File: config.mk
export PLATFORM = sky130hd
export DESIGN_NAME = tam_regmap
export DESIGN_NICKNAME = d
export VERILOG_FILES = /design/src/hw/tam_pkg.sv /design/src/hw/tam_regmap.sv
export SDC_FILE = /design/constraint.sdc
export NUM_CORES = 1
export LEC_CHECK = 0
export ABC_AREA = 0
export BUFFER_PORTS_ARGS = -buffer_cell sky130_fd_sc_hd__buf_2
export CAP_MARGIN = 15
export CORE_ASPECT_RATIO = 0.9
export CORE_MARGIN = 2
export CORE_UTILIZATION = 60
export DETAILED_ROUTE_END_ITERATION = 16
export PLACE_DENSITY = 0.9
export SYNTH_ARGS = -nofsm -noshare
export SYNTH_HDL_FRONTEND = slang
export SYNTH_SLANG_ARGS = --single-unit
File: constraint.sdc
create_clock -name clock -period 3.1 [get_ports clock]
set_input_delay 0.31 -clock clock [delete_from_list [all_inputs] [get_ports clock]]
set_output_delay 0.31 -clock clock [all_outputs]
set_load 0.005 [all_outputs]
File: src/hw/tam_pkg.sv
// Package with register map, field positions and reset values of the thermal alarm register map.
package tam_pkg;
  localparam logic [7:0] ADDR_LOCAL_VAL = 8'h00;
  localparam logic [7:0] ADDR_REM_VAL_H = 8'h01;
  localparam logic [7:0] ADDR_FLAGS1    = 8'h02;
  localparam logic [7:0] ADDR_CFG1_RD   = 8'h03;
  localparam logic [7:0] ADDR_RATE_RD   = 8'h04;
  localparam logic [7:0] ADDR_LUB_RD    = 8'h05;
  localparam logic [7:0] ADDR_LLB_RD    = 8'h06;
  localparam logic [7:0] ADDR_RUBH_RD   = 8'h07;
  localparam logic [7:0] ADDR_RLBH_RD   = 8'h08;
  localparam logic [7:0] ADDR_CFG1_WR   = 8'h09;
  localparam logic [7:0] ADDR_RATE_WR   = 8'h0A;
  localparam logic [7:0] ADDR_LUB_WR    = 8'h0B;
  localparam logic [7:0] ADDR_LLB_WR    = 8'h0C;
  localparam logic [7:0] ADDR_RUBH_WR   = 8'h0D;
  localparam logic [7:0] ADDR_RLBH_WR   = 8'h0E;
  localparam logic [7:0] ADDR_ONESHOT   = 8'h0F;
  localparam logic [7:0] ADDR_REM_VAL_L = 8'h10;
  localparam logic [7:0] ADDR_RTRIM_H   = 8'h11;
  localparam logic [7:0] ADDR_RTRIM_L   = 8'h12;
  localparam logic [7:0] ADDR_RUBL      = 8'h13;
  localparam logic [7:0] ADDR_RLBL      = 8'h14;
  localparam logic [7:0] ADDR_RTRIP     = 8'h19;
  localparam logic [7:0] ADDR_LTRIP     = 8'h20;
  localparam logic [7:0] ADDR_HYST      = 8'h21;
  localparam logic [7:0] ADDR_FQ        = 8'h22;
  localparam logic [7:0] ADDR_FLAGS2    = 8'h23;
  localparam logic [7:0] ADDR_CFG2      = 8'h24;
  localparam logic [7:0] ADDR_C2_VAL_H  = 8'h30;
  localparam logic [7:0] ADDR_C2_UBH    = 8'h31;
  localparam logic [7:0] ADDR_C2_LBH    = 8'h32;
  localparam logic [7:0] ADDR_C2_VAL_L  = 8'h33;
  localparam logic [7:0] ADDR_C2_TRIM_H = 8'h34;
  localparam logic [7:0] ADDR_C2_TRIM_L = 8'h35;
  localparam logic [7:0] ADDR_C2_UBL    = 8'h36;
  localparam logic [7:0] ADDR_C2_LBL    = 8'h37;
  localparam logic [7:0] ADDR_C2_TRIP   = 8'h39;
  localparam logic [7:0] ADDR_MAKER     = 8'h3D;
  localparam logic [7:0] ADDR_PART      = 8'h3E;

  localparam logic [7:0] RST_UPPER = 8'h55;
  localparam logic [7:0] RST_LOWER = 8'h00;
  localparam logic [7:0] RST_TRIP  = 8'h55;
  localparam logic [7:0] RST_HYST  = 8'h0A;
  localparam logic [7:0] RST_RATE  = 8'h07;
  localparam logic [7:0] RST_FQ    = 8'h01;
  localparam logic [7:0] RST_ZERO  = 8'h00;

  localparam int FQ_SCL_BIT   = 7;
  localparam int FQ_SDA_BIT   = 6;
  localparam int FQ_MASK_BIT  = 5;
  localparam int CFG1_SEL_BIT = 3;
  localparam logic [2:0] RUN_MAX = 3'h4;
endpackage : tam_pkg

File: src/hw/tam_regmap.sv
// Register map, fault queue filter, status flags and alarm latch of the thermal alarm block.
`timescale 1ns/1ps
`default_nettype none
module tam_regmap #(
  parameter logic [7:0] MAKER_CODE = 8'h5A, // Arbitrary value.
  parameter logic [7:0] PART_CODE  = 8'hA5  // Arbitrary value.
) (
  input  wire logic                 clock,
  input  wire logic                 rst,
  input  wire logic                 ptr_wr,
  input  wire logic [7:0]           ptr_wdata,
  input  wire logic                 data_wr,
  input  wire logic [7:0]           wdata,
  input  wire logic                 rd_req,
  input  wire logic                 alert_service,
  input  wire logic                 meas_valid,
  input  wire logic [7:0]           meas_local,
  input  wire logic [7:0]           meas_r1_h,
  input  wire logic [7:0]           meas_r1_l,
  input  wire logic [7:0]           meas_r2_h,
  input  wire logic [7:0]           meas_r2_l,
  input  wire logic [1:0]           meas_open,
  output logic [7:0]                rd_data,
  output logic                      rd_valid,
  output logic                      oneshot_start,
  output logic                      scl_timeout_en,
  output logic                      sda_timeout_en,
  output logic [7:0]                primary_cfg,
  output logic [7:0]                conv_rate,
  output logic [7:0]                secondary_cfg,
  output logic                      alert_o,
  output logic                      alert_oe,
  output logic                      overtemp_trip_n
);
  import tam_pkg::*;

  logic [7:0] ptr_reg;
  logic [7:0] cfg1_reg, rate_reg, cfg2_reg, lub_reg, llb_reg, ltrip_reg, hyst_reg, fq_reg;
  logic [7:0] loc_val_reg;
  logic [7:0] rval_h_reg[2], rval_l_reg[2], rub_h_reg[2], rub_l_reg[2];
  logic [7:0] rlb_h_reg[2], rlb_l_reg[2], rtrim_h_reg[2], rtrim_l_reg[2], rtrip_reg[2];
  logic [2:0] run_reg[3];
  logic       hi_cond_reg[3], lo_cond_reg[3], hi_flag_reg[3], lo_flag_reg[3], trip_reg[3];
  logic [1:0] open_cond_reg, open_flag_reg;
  logic       latch_reg, oneshot_reg, rd_valid_reg, trip_n_reg;
  logic [7:0] rd_data_reg, rd_mux;
  logic       sh;
  logic [9:0] m10[3], ub10[3], lb10[3];
  logic [7:0] mh[3], tlim[3];
  logic       hi_now[3], lo_now[3], oor[3], qual[3], trip_next[3];
  logic [2:0] run_inc[3], thr;
  logic [8:0] tclr[3];
  logic       unmasked, rd_f1, rd_f2;

  function automatic logic [2:0] fq_threshold(input logic [7:0] fq);
    fq_threshold = {2'b00, fq[3]} + {2'b00, fq[2]} + {2'b00, fq[1]} + 3'h1;
  endfunction

  function automatic logic [9:0] rem10(input logic [7:0] h, input logic [7:0] l);
    rem10 = {h, l[7:6]};
  endfunction

  assign sh = cfg1_reg[CFG1_SEL_BIT];
  assign rd_f1 = rd_req && (ptr_reg == ADDR_FLAGS1);
  assign rd_f2 = rd_req && (ptr_reg == ADDR_FLAGS2);
  assign thr = fq_threshold(fq_reg);

  always_comb begin
    mh[0] = meas_local;
    mh[1] = meas_r1_h;
    mh[2] = meas_r2_h;
    m10[0] = {meas_local, 2'b00};
    m10[1] = rem10(meas_r1_h, meas_r1_l);
    m10[2] = rem10(meas_r2_h, meas_r2_l);
    ub10[0] = {lub_reg, 2'b00};
    lb10[0] = {llb_reg, 2'b00};
    tlim[0] = ltrip_reg;
    for (int i = 1; i < 3; i++) begin
      ub10[i] = rem10(rub_h_reg[i-1], rub_l_reg[i-1]);
      lb10[i] = rem10(rlb_h_reg[i-1], rlb_l_reg[i-1]);
      tlim[i] = rtrip_reg[i-1];
    end
    for (int i = 0; i < 3; i++) begin
      hi_now[i] = m10[i] > ub10[i];
      lo_now[i] = m10[i] < lb10[i];
      oor[i] = hi_now[i] || lo_now[i];
      run_inc[i] = (run_reg[i] == RUN_MAX) ? RUN_MAX : run_reg[i] + 3'h1;
      qual[i] = oor[i] && (run_inc[i] >= thr);
      tclr[i] = {1'b0, tlim[i]} - {1'b0, hyst_reg};
      trip_next[i] = trip_reg[i];
      if (mh[i] > tlim[i]) begin
        trip_next[i] = 1'b1;
      end else if (tclr[i][8] || ({1'b0, mh[i]} < tclr[i])) begin
        trip_next[i] = trip_reg[i] && !(({1'b0, mh[i]} < tclr[i]) && !tclr[i][8]);
      end
    end
  end

  assign unmasked = ((hi_flag_reg[0] || lo_flag_reg[0]) && !fq_reg[FQ_MASK_BIT])
                  || hi_flag_reg[1] || lo_flag_reg[1] || hi_flag_reg[2] || lo_flag_reg[2]
                  || (|open_flag_reg);

  always_ff @(posedge clock) begin
    if (rst) begin
      ptr_reg <= RST_ZERO;
    end else if (ptr_wr) begin
      ptr_reg <= ptr_wdata;
    end
  end

  // Host writes to the configuration, limit and trim registers.
  always_ff @(posedge clock) begin
    if (rst) begin
      cfg1_reg  <= RST_ZERO;
      cfg2_reg  <= RST_ZERO;
      rate_reg  <= RST_RATE;
      lub_reg   <= RST_UPPER;
      llb_reg   <= RST_LOWER;
      ltrip_reg <= RST_TRIP;
      hyst_reg  <= RST_HYST;
      fq_reg    <= RST_FQ;
      for (int i = 0; i < 2; i++) begin
        rub_h_reg[i]   <= RST_UPPER;
        rub_l_reg[i]   <= RST_ZERO;
        rlb_h_reg[i]   <= RST_LOWER;
        rlb_l_reg[i]   <= RST_ZERO;
        rtrim_h_reg[i] <= RST_ZERO;
        rtrim_l_reg[i] <= RST_ZERO;
        rtrip_reg[i]   <= RST_TRIP;
      end
    end else if (data_wr) begin
      case (ptr_reg)
        ADDR_CFG1_WR:   cfg1_reg <= wdata;
        ADDR_RATE_WR:   rate_reg <= wdata;
        ADDR_LUB_WR:    lub_reg <= wdata;
        ADDR_LLB_WR:    llb_reg <= wdata;
        ADDR_RUBH_WR:   rub_h_reg[sh] <= wdata;
        ADDR_RLBH_WR:   rlb_h_reg[sh] <= wdata;
        ADDR_RTRIM_H:   rtrim_h_reg[sh] <= wdata;
        ADDR_RTRIM_L:   rtrim_l_reg[sh] <= wdata;
        ADDR_RUBL:      rub_l_reg[sh] <= wdata;
        ADDR_RLBL:      rlb_l_reg[sh] <= wdata;
        ADDR_RTRIP:     rtrip_reg[sh] <= wdata;
        ADDR_LTRIP:     ltrip_reg <= wdata;
        ADDR_HYST:      hyst_reg <= wdata;
        ADDR_FQ:        fq_reg <= wdata;
        ADDR_CFG2:      cfg2_reg <= wdata;
        ADDR_C2_UBH:    rub_h_reg[1] <= wdata;
        ADDR_C2_LBH:    rlb_h_reg[1] <= wdata;
        ADDR_C2_TRIM_H: rtrim_h_reg[1] <= wdata;
        ADDR_C2_TRIM_L: rtrim_l_reg[1] <= wdata;
        ADDR_C2_UBL:    rub_l_reg[1] <= wdata;
        ADDR_C2_LBL:    rlb_l_reg[1] <= wdata;
        ADDR_C2_TRIP:   rtrip_reg[1] <= wdata;
        default: begin
        end
      endcase
    end
  end

  always_ff @(posedge clock) begin
    if (rst) begin
      oneshot_reg <= 1'b0;
    end else begin
      oneshot_reg <= data_wr && (ptr_reg == ADDR_ONESHOT);
    end
  end

  always_ff @(posedge clock) begin
    if (rst) begin
      loc_val_reg <= RST_ZERO;
      for (int i = 0; i < 2; i++) begin
        rval_h_reg[i] <= RST_ZERO;
        rval_l_reg[i] <= RST_ZERO;
      end
    end else if (meas_valid) begin
      loc_val_reg   <= meas_local;
      rval_h_reg[0] <= meas_r1_h;
      rval_l_reg[0] <= meas_r1_l;
      rval_h_reg[1] <= meas_r2_h;
      rval_l_reg[1] <= meas_r2_l;
    end
  end

  always_ff @(posedge clock) begin
    if (rst) begin
      for (int i = 0; i < 3; i++) begin
        run_reg[i]     <= 3'h0;
        hi_cond_reg[i] <= 1'b0;
        lo_cond_reg[i] <= 1'b0;
        trip_reg[i]    <= 1'b0;
      end
      open_cond_reg <= 2'b00;
    end else if (meas_valid) begin
      for (int i = 0; i < 3; i++) begin
        run_reg[i]     <= oor[i] ? run_inc[i] : 3'h0;
        hi_cond_reg[i] <= hi_now[i];
        lo_cond_reg[i] <= lo_now[i];
        trip_reg[i]    <= trip_next[i];
      end
      open_cond_reg <= meas_open;
    end
  end

  // Sticky flags: a new qualified event wins over a status-read clear.
  always_ff @(posedge clock) begin
    if (rst) begin
      for (int i = 0; i < 3; i++) begin
        hi_flag_reg[i] <= 1'b0;
        lo_flag_reg[i] <= 1'b0;
      end
      open_flag_reg <= 2'b00;
    end else begin
      for (int i = 0; i < 3; i++) begin
        if (meas_valid && qual[i] && hi_now[i]) begin
          hi_flag_reg[i] <= 1'b1;
        end else if (((i < 2) ? rd_f1 : rd_f2) && !hi_cond_reg[i]) begin
          hi_flag_reg[i] <= 1'b0;
        end
        if (meas_valid && qual[i] && lo_now[i]) begin
          lo_flag_reg[i] <= 1'b1;
        end else if (((i < 2) ? rd_f1 : rd_f2) && !lo_cond_reg[i]) begin
          lo_flag_reg[i] <= 1'b0;
        end
      end
      for (int j = 0; j < 2; j++) begin
        if (meas_valid && meas_open[j]) begin
          open_flag_reg[j] <= 1'b1;
        end else if (((j == 0) ? rd_f1 : rd_f2) && !open_cond_reg[j]) begin
          open_flag_reg[j] <= 1'b0;
        end
      end
    end
  end

  always_ff @(posedge clock) begin
    if (rst) begin
      latch_reg <= 1'b0;
    end else if (unmasked) begin
      latch_reg <= 1'b1;
    end else if (alert_service) begin
      latch_reg <= 1'b0;
    end
  end

  always_ff @(posedge clock) begin
    if (rst) begin
      trip_n_reg <= 1'b1;
    end else begin
      trip_n_reg <= !(trip_reg[0] || trip_reg[1] || trip_reg[2]);
    end
  end

  always_comb begin
    rd_mux = RST_ZERO;
    case (ptr_reg)
      ADDR_LOCAL_VAL: rd_mux = loc_val_reg;
      ADDR_REM_VAL_H: rd_mux = rval_h_reg[sh];
      ADDR_FLAGS1:    rd_mux = {1'b0, hi_flag_reg[0], lo_flag_reg[0], hi_flag_reg[1],
                                lo_flag_reg[1], open_flag_reg[0], trip_reg[1], trip_reg[0]};
      ADDR_CFG1_RD:   rd_mux = cfg1_reg;
      ADDR_RATE_RD:   rd_mux = rate_reg;
      ADDR_LUB_RD:    rd_mux = lub_reg;
      ADDR_LLB_RD:    rd_mux = llb_reg;
      ADDR_RUBH_RD:   rd_mux = rub_h_reg[sh];
      ADDR_RLBH_RD:   rd_mux = rlb_h_reg[sh];
      ADDR_REM_VAL_L: rd_mux = rval_l_reg[sh];
      ADDR_RTRIM_H:   rd_mux = rtrim_h_reg[sh];
      ADDR_RTRIM_L:   rd_mux = rtrim_l_reg[sh];
      ADDR_RUBL:      rd_mux = rub_l_reg[sh];
      ADDR_RLBL:      rd_mux = rlb_l_reg[sh];
      ADDR_RTRIP:     rd_mux = rtrip_reg[sh];
      ADDR_LTRIP:     rd_mux = ltrip_reg;
      ADDR_HYST:      rd_mux = hyst_reg;
      ADDR_FQ:        rd_mux = fq_reg;
      ADDR_FLAGS2:    rd_mux = {3'b000, hi_flag_reg[2], lo_flag_reg[2], open_flag_reg[1],
                                trip_reg[2], latch_reg};
      ADDR_CFG2:      rd_mux = cfg2_reg;
      ADDR_C2_VAL_H:  rd_mux = rval_h_reg[1];
      ADDR_C2_UBH:    rd_mux = rub_h_reg[1];
      ADDR_C2_LBH:    rd_mux = rlb_h_reg[1];
      ADDR_C2_VAL_L:  rd_mux = rval_l_reg[1];
      ADDR_C2_TRIM_H: rd_mux = rtrim_h_reg[1];
      ADDR_C2_TRIM_L: rd_mux = rtrim_l_reg[1];
      ADDR_C2_UBL:    rd_mux = rub_l_reg[1];
      ADDR_C2_LBL:    rd_mux = rlb_l_reg[1];
      ADDR_C2_TRIP:   rd_mux = rtrip_reg[1];
      ADDR_MAKER:     rd_mux = MAKER_CODE;
      ADDR_PART:      rd_mux = PART_CODE;
      default:        rd_mux = RST_ZERO;
    endcase
  end

  always_ff @(posedge clock) begin
    if (rst) begin
      rd_data_reg  <= RST_ZERO;
      rd_valid_reg <= 1'b0;
    end else begin
      rd_valid_reg <= rd_req;
      if (rd_req) begin
        rd_data_reg <= rd_mux;
      end
    end
  end

  assign rd_data         = rd_data_reg;
  assign rd_valid        = rd_valid_reg;
  assign oneshot_start   = oneshot_reg;
  assign scl_timeout_en  = fq_reg[FQ_SCL_BIT];
  assign sda_timeout_en  = fq_reg[FQ_SDA_BIT];
  assign primary_cfg     = cfg1_reg;
  assign conv_rate       = rate_reg;
  assign secondary_cfg   = cfg2_reg;
  assign alert_o         = 1'b0;
  assign alert_oe        = latch_reg;
  assign overtemp_trip_n = trip_n_reg;

  a_fq_default: assert property (@(posedge clock) $past(rst) && !rst |-> fq_reg == RST_FQ)
    else $error("fault queue default wrong");
  a_run_of_one: assert property (@(posedge clock) disable iff (rst)
    meas_valid && fq_reg[3:1] == 3'b000 && hi_now[0] |=> hi_flag_reg[0])
    else $error("single run did not flag");
  a_scl_enable: assert property (@(posedge clock) disable iff (rst)
    data_wr && ptr_reg == ADDR_FQ |=> scl_timeout_en == $past(wdata[7]))
    else $error("scl timeout enable not taken");
  a_sda_enable: assert property (@(posedge clock) disable iff (rst)
    data_wr && ptr_reg == ADDR_FQ |=> sda_timeout_en == $past(wdata[6]))
    else $error("sda timeout enable not taken");
  a_local_masked: assert property (@(posedge clock) disable iff (rst)
    fq_reg[FQ_MASK_BIT] && !latch_reg && !alert_service && !(|open_flag_reg)
    && !hi_flag_reg[1] && !lo_flag_reg[1] && !hi_flag_reg[2] && !lo_flag_reg[2]
    |=> !latch_reg)
    else $error("masked local flag raised alarm");
  a_split_write: assert property (@(posedge clock) disable iff (rst)
    data_wr && ptr_reg == ADDR_CFG1_RD && !ptr_wr |=> $stable(cfg1_reg))
    else $error("read address accepted a write");
  a_shared_read: assert property (@(posedge clock) disable iff (rst)
    rd_req && ptr_reg == ADDR_RUBH_RD |=> rd_data == $past(rub_h_reg[sh]))
    else $error("shared read took wrong channel");
  a_oneshot_pulse: assert property (@(posedge clock) disable iff (rst)
    data_wr && ptr_reg == ADDR_ONESHOT |=> oneshot_start ##1 !oneshot_start || $past(data_wr))
    else $error("one-shot strobe missing");
  a_value_readonly: assert property (@(posedge clock) disable iff (rst)
    data_wr && ptr_reg == ADDR_LOCAL_VAL && !meas_valid |=> $stable(loc_val_reg))
    else $error("value register took a write");
  a_direct_chan2: assert property (@(posedge clock) disable iff (rst)
    data_wr && ptr_reg == ADDR_C2_UBH |=> rub_h_reg[1] == $past(wdata))
    else $error("direct channel 2 write lost");
  a_reset_values: assert property (@(posedge clock) $past(rst) && !rst
    |-> rub_h_reg[0] == RST_UPPER && hyst_reg == RST_HYST && rate_reg == RST_RATE)
    else $error("power-on defaults wrong");
  a_alarm_set: assert property (@(posedge clock) disable iff (rst)
    unmasked |=> alert_oe)
    else $error("alarm not driven");
  a_alarm_hold: assert property (@(posedge clock) disable iff (rst)
    latch_reg && !alert_service |=> latch_reg [*1] ##0 alert_oe)
    else $error("alarm cleared without service");
  a_run_restart: assert property (@(posedge clock) disable iff (rst)
    meas_valid && !oor[1] |=> run_reg[1] == 3'h0)
    else $error("run counter kept after in-limit");

  c_alarm_served: cover property (@(posedge clock) disable iff (rst)
    latch_reg ##1 alert_service ##1 !latch_reg);
  c_run_of_four: cover property (@(posedge clock) disable iff (rst)
    fq_reg[3:1] == 3'b111 && run_reg[0] == RUN_MAX);
  c_oneshot: cover property (@(posedge clock) disable iff (rst) oneshot_start);
endmodule // tam_regmap
`default_nettype wire

==> flow_metrics.py <==
metrics = {
    "critical_path": {
        "regToRegSetupSlack_ps": 120,
        "rr_worst_depth": 12,
        "cp-end-kind": "flip-flop",
        "critPathMaxStageDelay_ps": 390,
        "crit_buf_inv": 3,
        "critPathSlowestCell": "mux2_2",
        "crit_type": "flip-flop to flip-flop",
        "path_cells": "inv_1 > ha_4 > inv_1 > ha_1 > ha_1 > inv_1 > ha_1 > a211o_1 > o211ai_1 > nor3_2 > mux2_2 > nand2_1",
        "critPathLaunchType": "flip-flop",
        "r2r_start": "fq_reg[1]",
        "cp.required_ps": 3410,
        "crit_arrival_ps": 3290,
        "critPathTopFamily": "adder cells",
        "worstReg2RegEnd": "hi_flag_reg[1]",
        "crit_path_max_fanout": 4,
    },
    "cells_and_area": {
        "final_area_sq_um": 19100,
        "multi_input_area_sq_um": 8640,
        "final_common_cell": "edfxtp_1",
        "fillers": 1968,
        "areaGrowthSynthToFinish_pct": 16.5,
        "layout-drive-gt1-share": 0.179,
        "stdcell_count": 2261,
        "seq_area_sq_um": 6970,
        "fin_nets": 2092,
        "final_cell_mix": "edfxtp_1, and2_1, ha_1",
    },
    "floorplanning": {
        "rows": 57,
        "ios": 104,
        "die_y_um": 161,
        "die-area_sq_um": 28700,
        "die_w_um": 178,
        "coreArea_sq_um": 27000,
        "initial_core_util": 0.609,
    },
    "sta": {
        "finalSetupViolCount": 0,
        "layout_min_cycle_time_ps": 2980,
        "worst_slew_pin_slew_ps": 1050,
        "rsz0062_at_grt": "yes",
        "max_freq_mhz": 335,
        "maxSlewHeadroom": 0.300,
        "slew_violations": 0,
        "fin_crit_sh": 0.962,
        "setup-tns-final_ps": 0,
        "final-hold-violation-count": 0,
        "skew_ps": 29.6,
    },
    "synthesis": {
        "synth_top_area_share": 0.304,
        "ys_top_cells_by_area": "edfxtp_1, dfxtp_1, ha_1",
        "synthArstFlopShare": 0,
        "yosys.area_share.xor_xnor": 0.00907,
        "synth-compound-area-share": 0.158,
        "yosys_register_bits": 265,
        "yosysWarnings": 0,
        "synth_area_sq_um": 16400,
        "synthMuxAreaShare": 0.0478,
        "synth_fa_ha_area_frac": 0.110,
        "synth.avg_cell_area_sq_um": 9.61,
        "syn_inst": 1708,
        "synthFlopType": "edfxtp_1",
        "synth_simple_gate_area_frac": 0.195,
        "ys_seq_area_frac": 0.424,
        "synth_top_family_by_area": "simple AND/OR/NAND/NOR gates",
        "synth_area_leader_cell": "edfxtp_1",
        "syn-num-nets": 1916,
        "synth-edff-count": 166,
        "ys_types": 85,
    },
    "power_and_ir_drop": {
        "peakVddDrop_uv": 479,
        "cellPowerDensity_nw_per_um2": 454,
        "p_leak_nw": 7.96,
    },
    "route": {
        "drc_errors": 0,
        "ant_nets": 0,
        "vias_per_cell": 6.92,
        "first_pass_iters": 9,
        "finalWirelength_mm": 67.9,
        "wl_per_cell_um": 30.0,
        "vias": 15700,
        "drtIter0Drc": 2386,
    },
    "cts": {
        "worstSkewPairLatency_ps": 590,
        "clock-sinks": 265,
        "cts_buffers": 28,
        "ctsRootBufferMaster": "clkbuf_16",
        "clk_pin_slew_ps": 60,
        "cts_tree": "yes",
        "cts_buffer_depth": 3,
        "htree_levels": 1,
    },
    "worst_hold_path": {
        "hold_path_end": "rval_l_reg[1][1]",
        "hp-class": "input pin to flip-flop",
        "holdCritStartpoint": "meas_r2_l[1]",
        "hold_depth": 2,
    },
    "global_route": {
        "grt.overflow.total": 0,
        "grt_max_degree": 76,
        "grt_pass1_vias": 15100,
        "grt_pass1_wl_mm": 96.6,
        "grt_util_all_layers": 0.467,
        "antenna_found_initial": 5,
    },
    "placed_design": {
        "dpl.hpwl_mm": 50.6,
        "place_congestion": 1.04,
        "place_area_sq_um": 18000,
        "placedCellCount": 2195,
        "numPortBuffers": 102,
    },
    "outcome": {
        "status": "completed",
    },
    "job": {
        "maxCapViolations": 0,
    },
}
## timing repair
| item | CTS | global route |
|---|---|---|
| endpoints found under the setup margin | 8 | 11 |
| pin swaps | 0 | 7 |
| endpoints found under the hold margin | 9 | 0 |
| resized for setup | 4 | 27 |
| hold buffers | 8 | 0 |
| cloned | 0 | 0 |
| buffers inserted | 0 | 5 |
## power breakdown
group | internal, mW | switching, mW | leakage [nW] | total, mW
Combinational | 0.428 | 0.761 | 5.00 | 1.19
Clock | 1.94 | 1.52 | 0.472 | 3.45
Sequential | 3.89 | 0.150 | 2.49 | 4.04
## kinds of logic after synthesis
kind of cell,after synthesis
compound gates,375
xor+xnor,17
fa+ha+maj,143
buf+inv,220
flops,265
mux,77
other cells,1
simple gates,610
## through the flow
| stage | setup slack [ps] | util | hold WS, ps | power (mW) |
|---|---|---|---|---|
| after CTS | 16.7 | 0.705 | 2.53 | 8.57 |
| after global placement | -0.297 | 0.667 | 455 | 5.15 |
| final | 118 | 0.709 | 5.65 | 8.68 |
| after global routing | -28.8 | 0.709 | 19.0 | 8.86 |
| after floorplan | 272 | - | 436 | 4.65 |
| after detailed placement | -69.1 | 0.667 | 468 | 5.20 |
## synthesized netlist by cell type (all sizes together) (16+ instances only)
master  count
a21oi      93
a221oi     23
a22oi      42
and2      146
buf        37
clkbuf     57
dfxtp      99
edfxtp    166
ha        140
inv       125
mux2i      66
nand2     126
nand2b     24
nand3      50
nand4      23
nor2      137
nor2b      16
nor3       27
o21ai      65
## worst max-delay path by stage
| stage | depth (start not counted) | slack, ps | endpoint | start |
|---|---|---|---|---|
| detailed placement | 13 | -70 | trip_reg[0][1] | hyst_reg[0] |
| global placement | 13 | -0.3 | trip_reg[0][0] | hyst_reg[0] |
| global route | 12 | -30 | trip_reg[0][1] | rtrip_reg[0][1] |
| CTS | 14 | 20 | trip_reg[0][2] | hyst_reg[1] |
| finish | 12 | 120 | hi_flag_reg[1] | fq_reg[1] |
| floorplan | 14 | 270 | trip_reg[0][1] | rtrip_reg[0][0] |
## area by class of cell
| cell class | instances | share of cell area |
|---|---|---|
| diodes | 1 | 0.000131 |
| clock buffers | 36 | 0.0421 |
| clock inverters | 16 | 0.00739 |
| inverters | 126 | 0.0249 |
| multi-input cells | 1223 | 0.452 |
| flip-flops and latches | 265 | 0.365 |
| well taps | 354 | 0.0232 |
| repair buffers | 240 | 0.0859 |
## per-layer routing
layer,up-vias,part of all wire,wire [um],global-route usage
met3,359,0.14,9720,0.149
met2,1322,0.41,28000,0.674
met1,7376,0.37,24900,0.612
met5,-,0.00038,26,0
met4,4,0.078,5330,0.282
li1,6592,-,-,-
(Power assumes the default switching activity.)
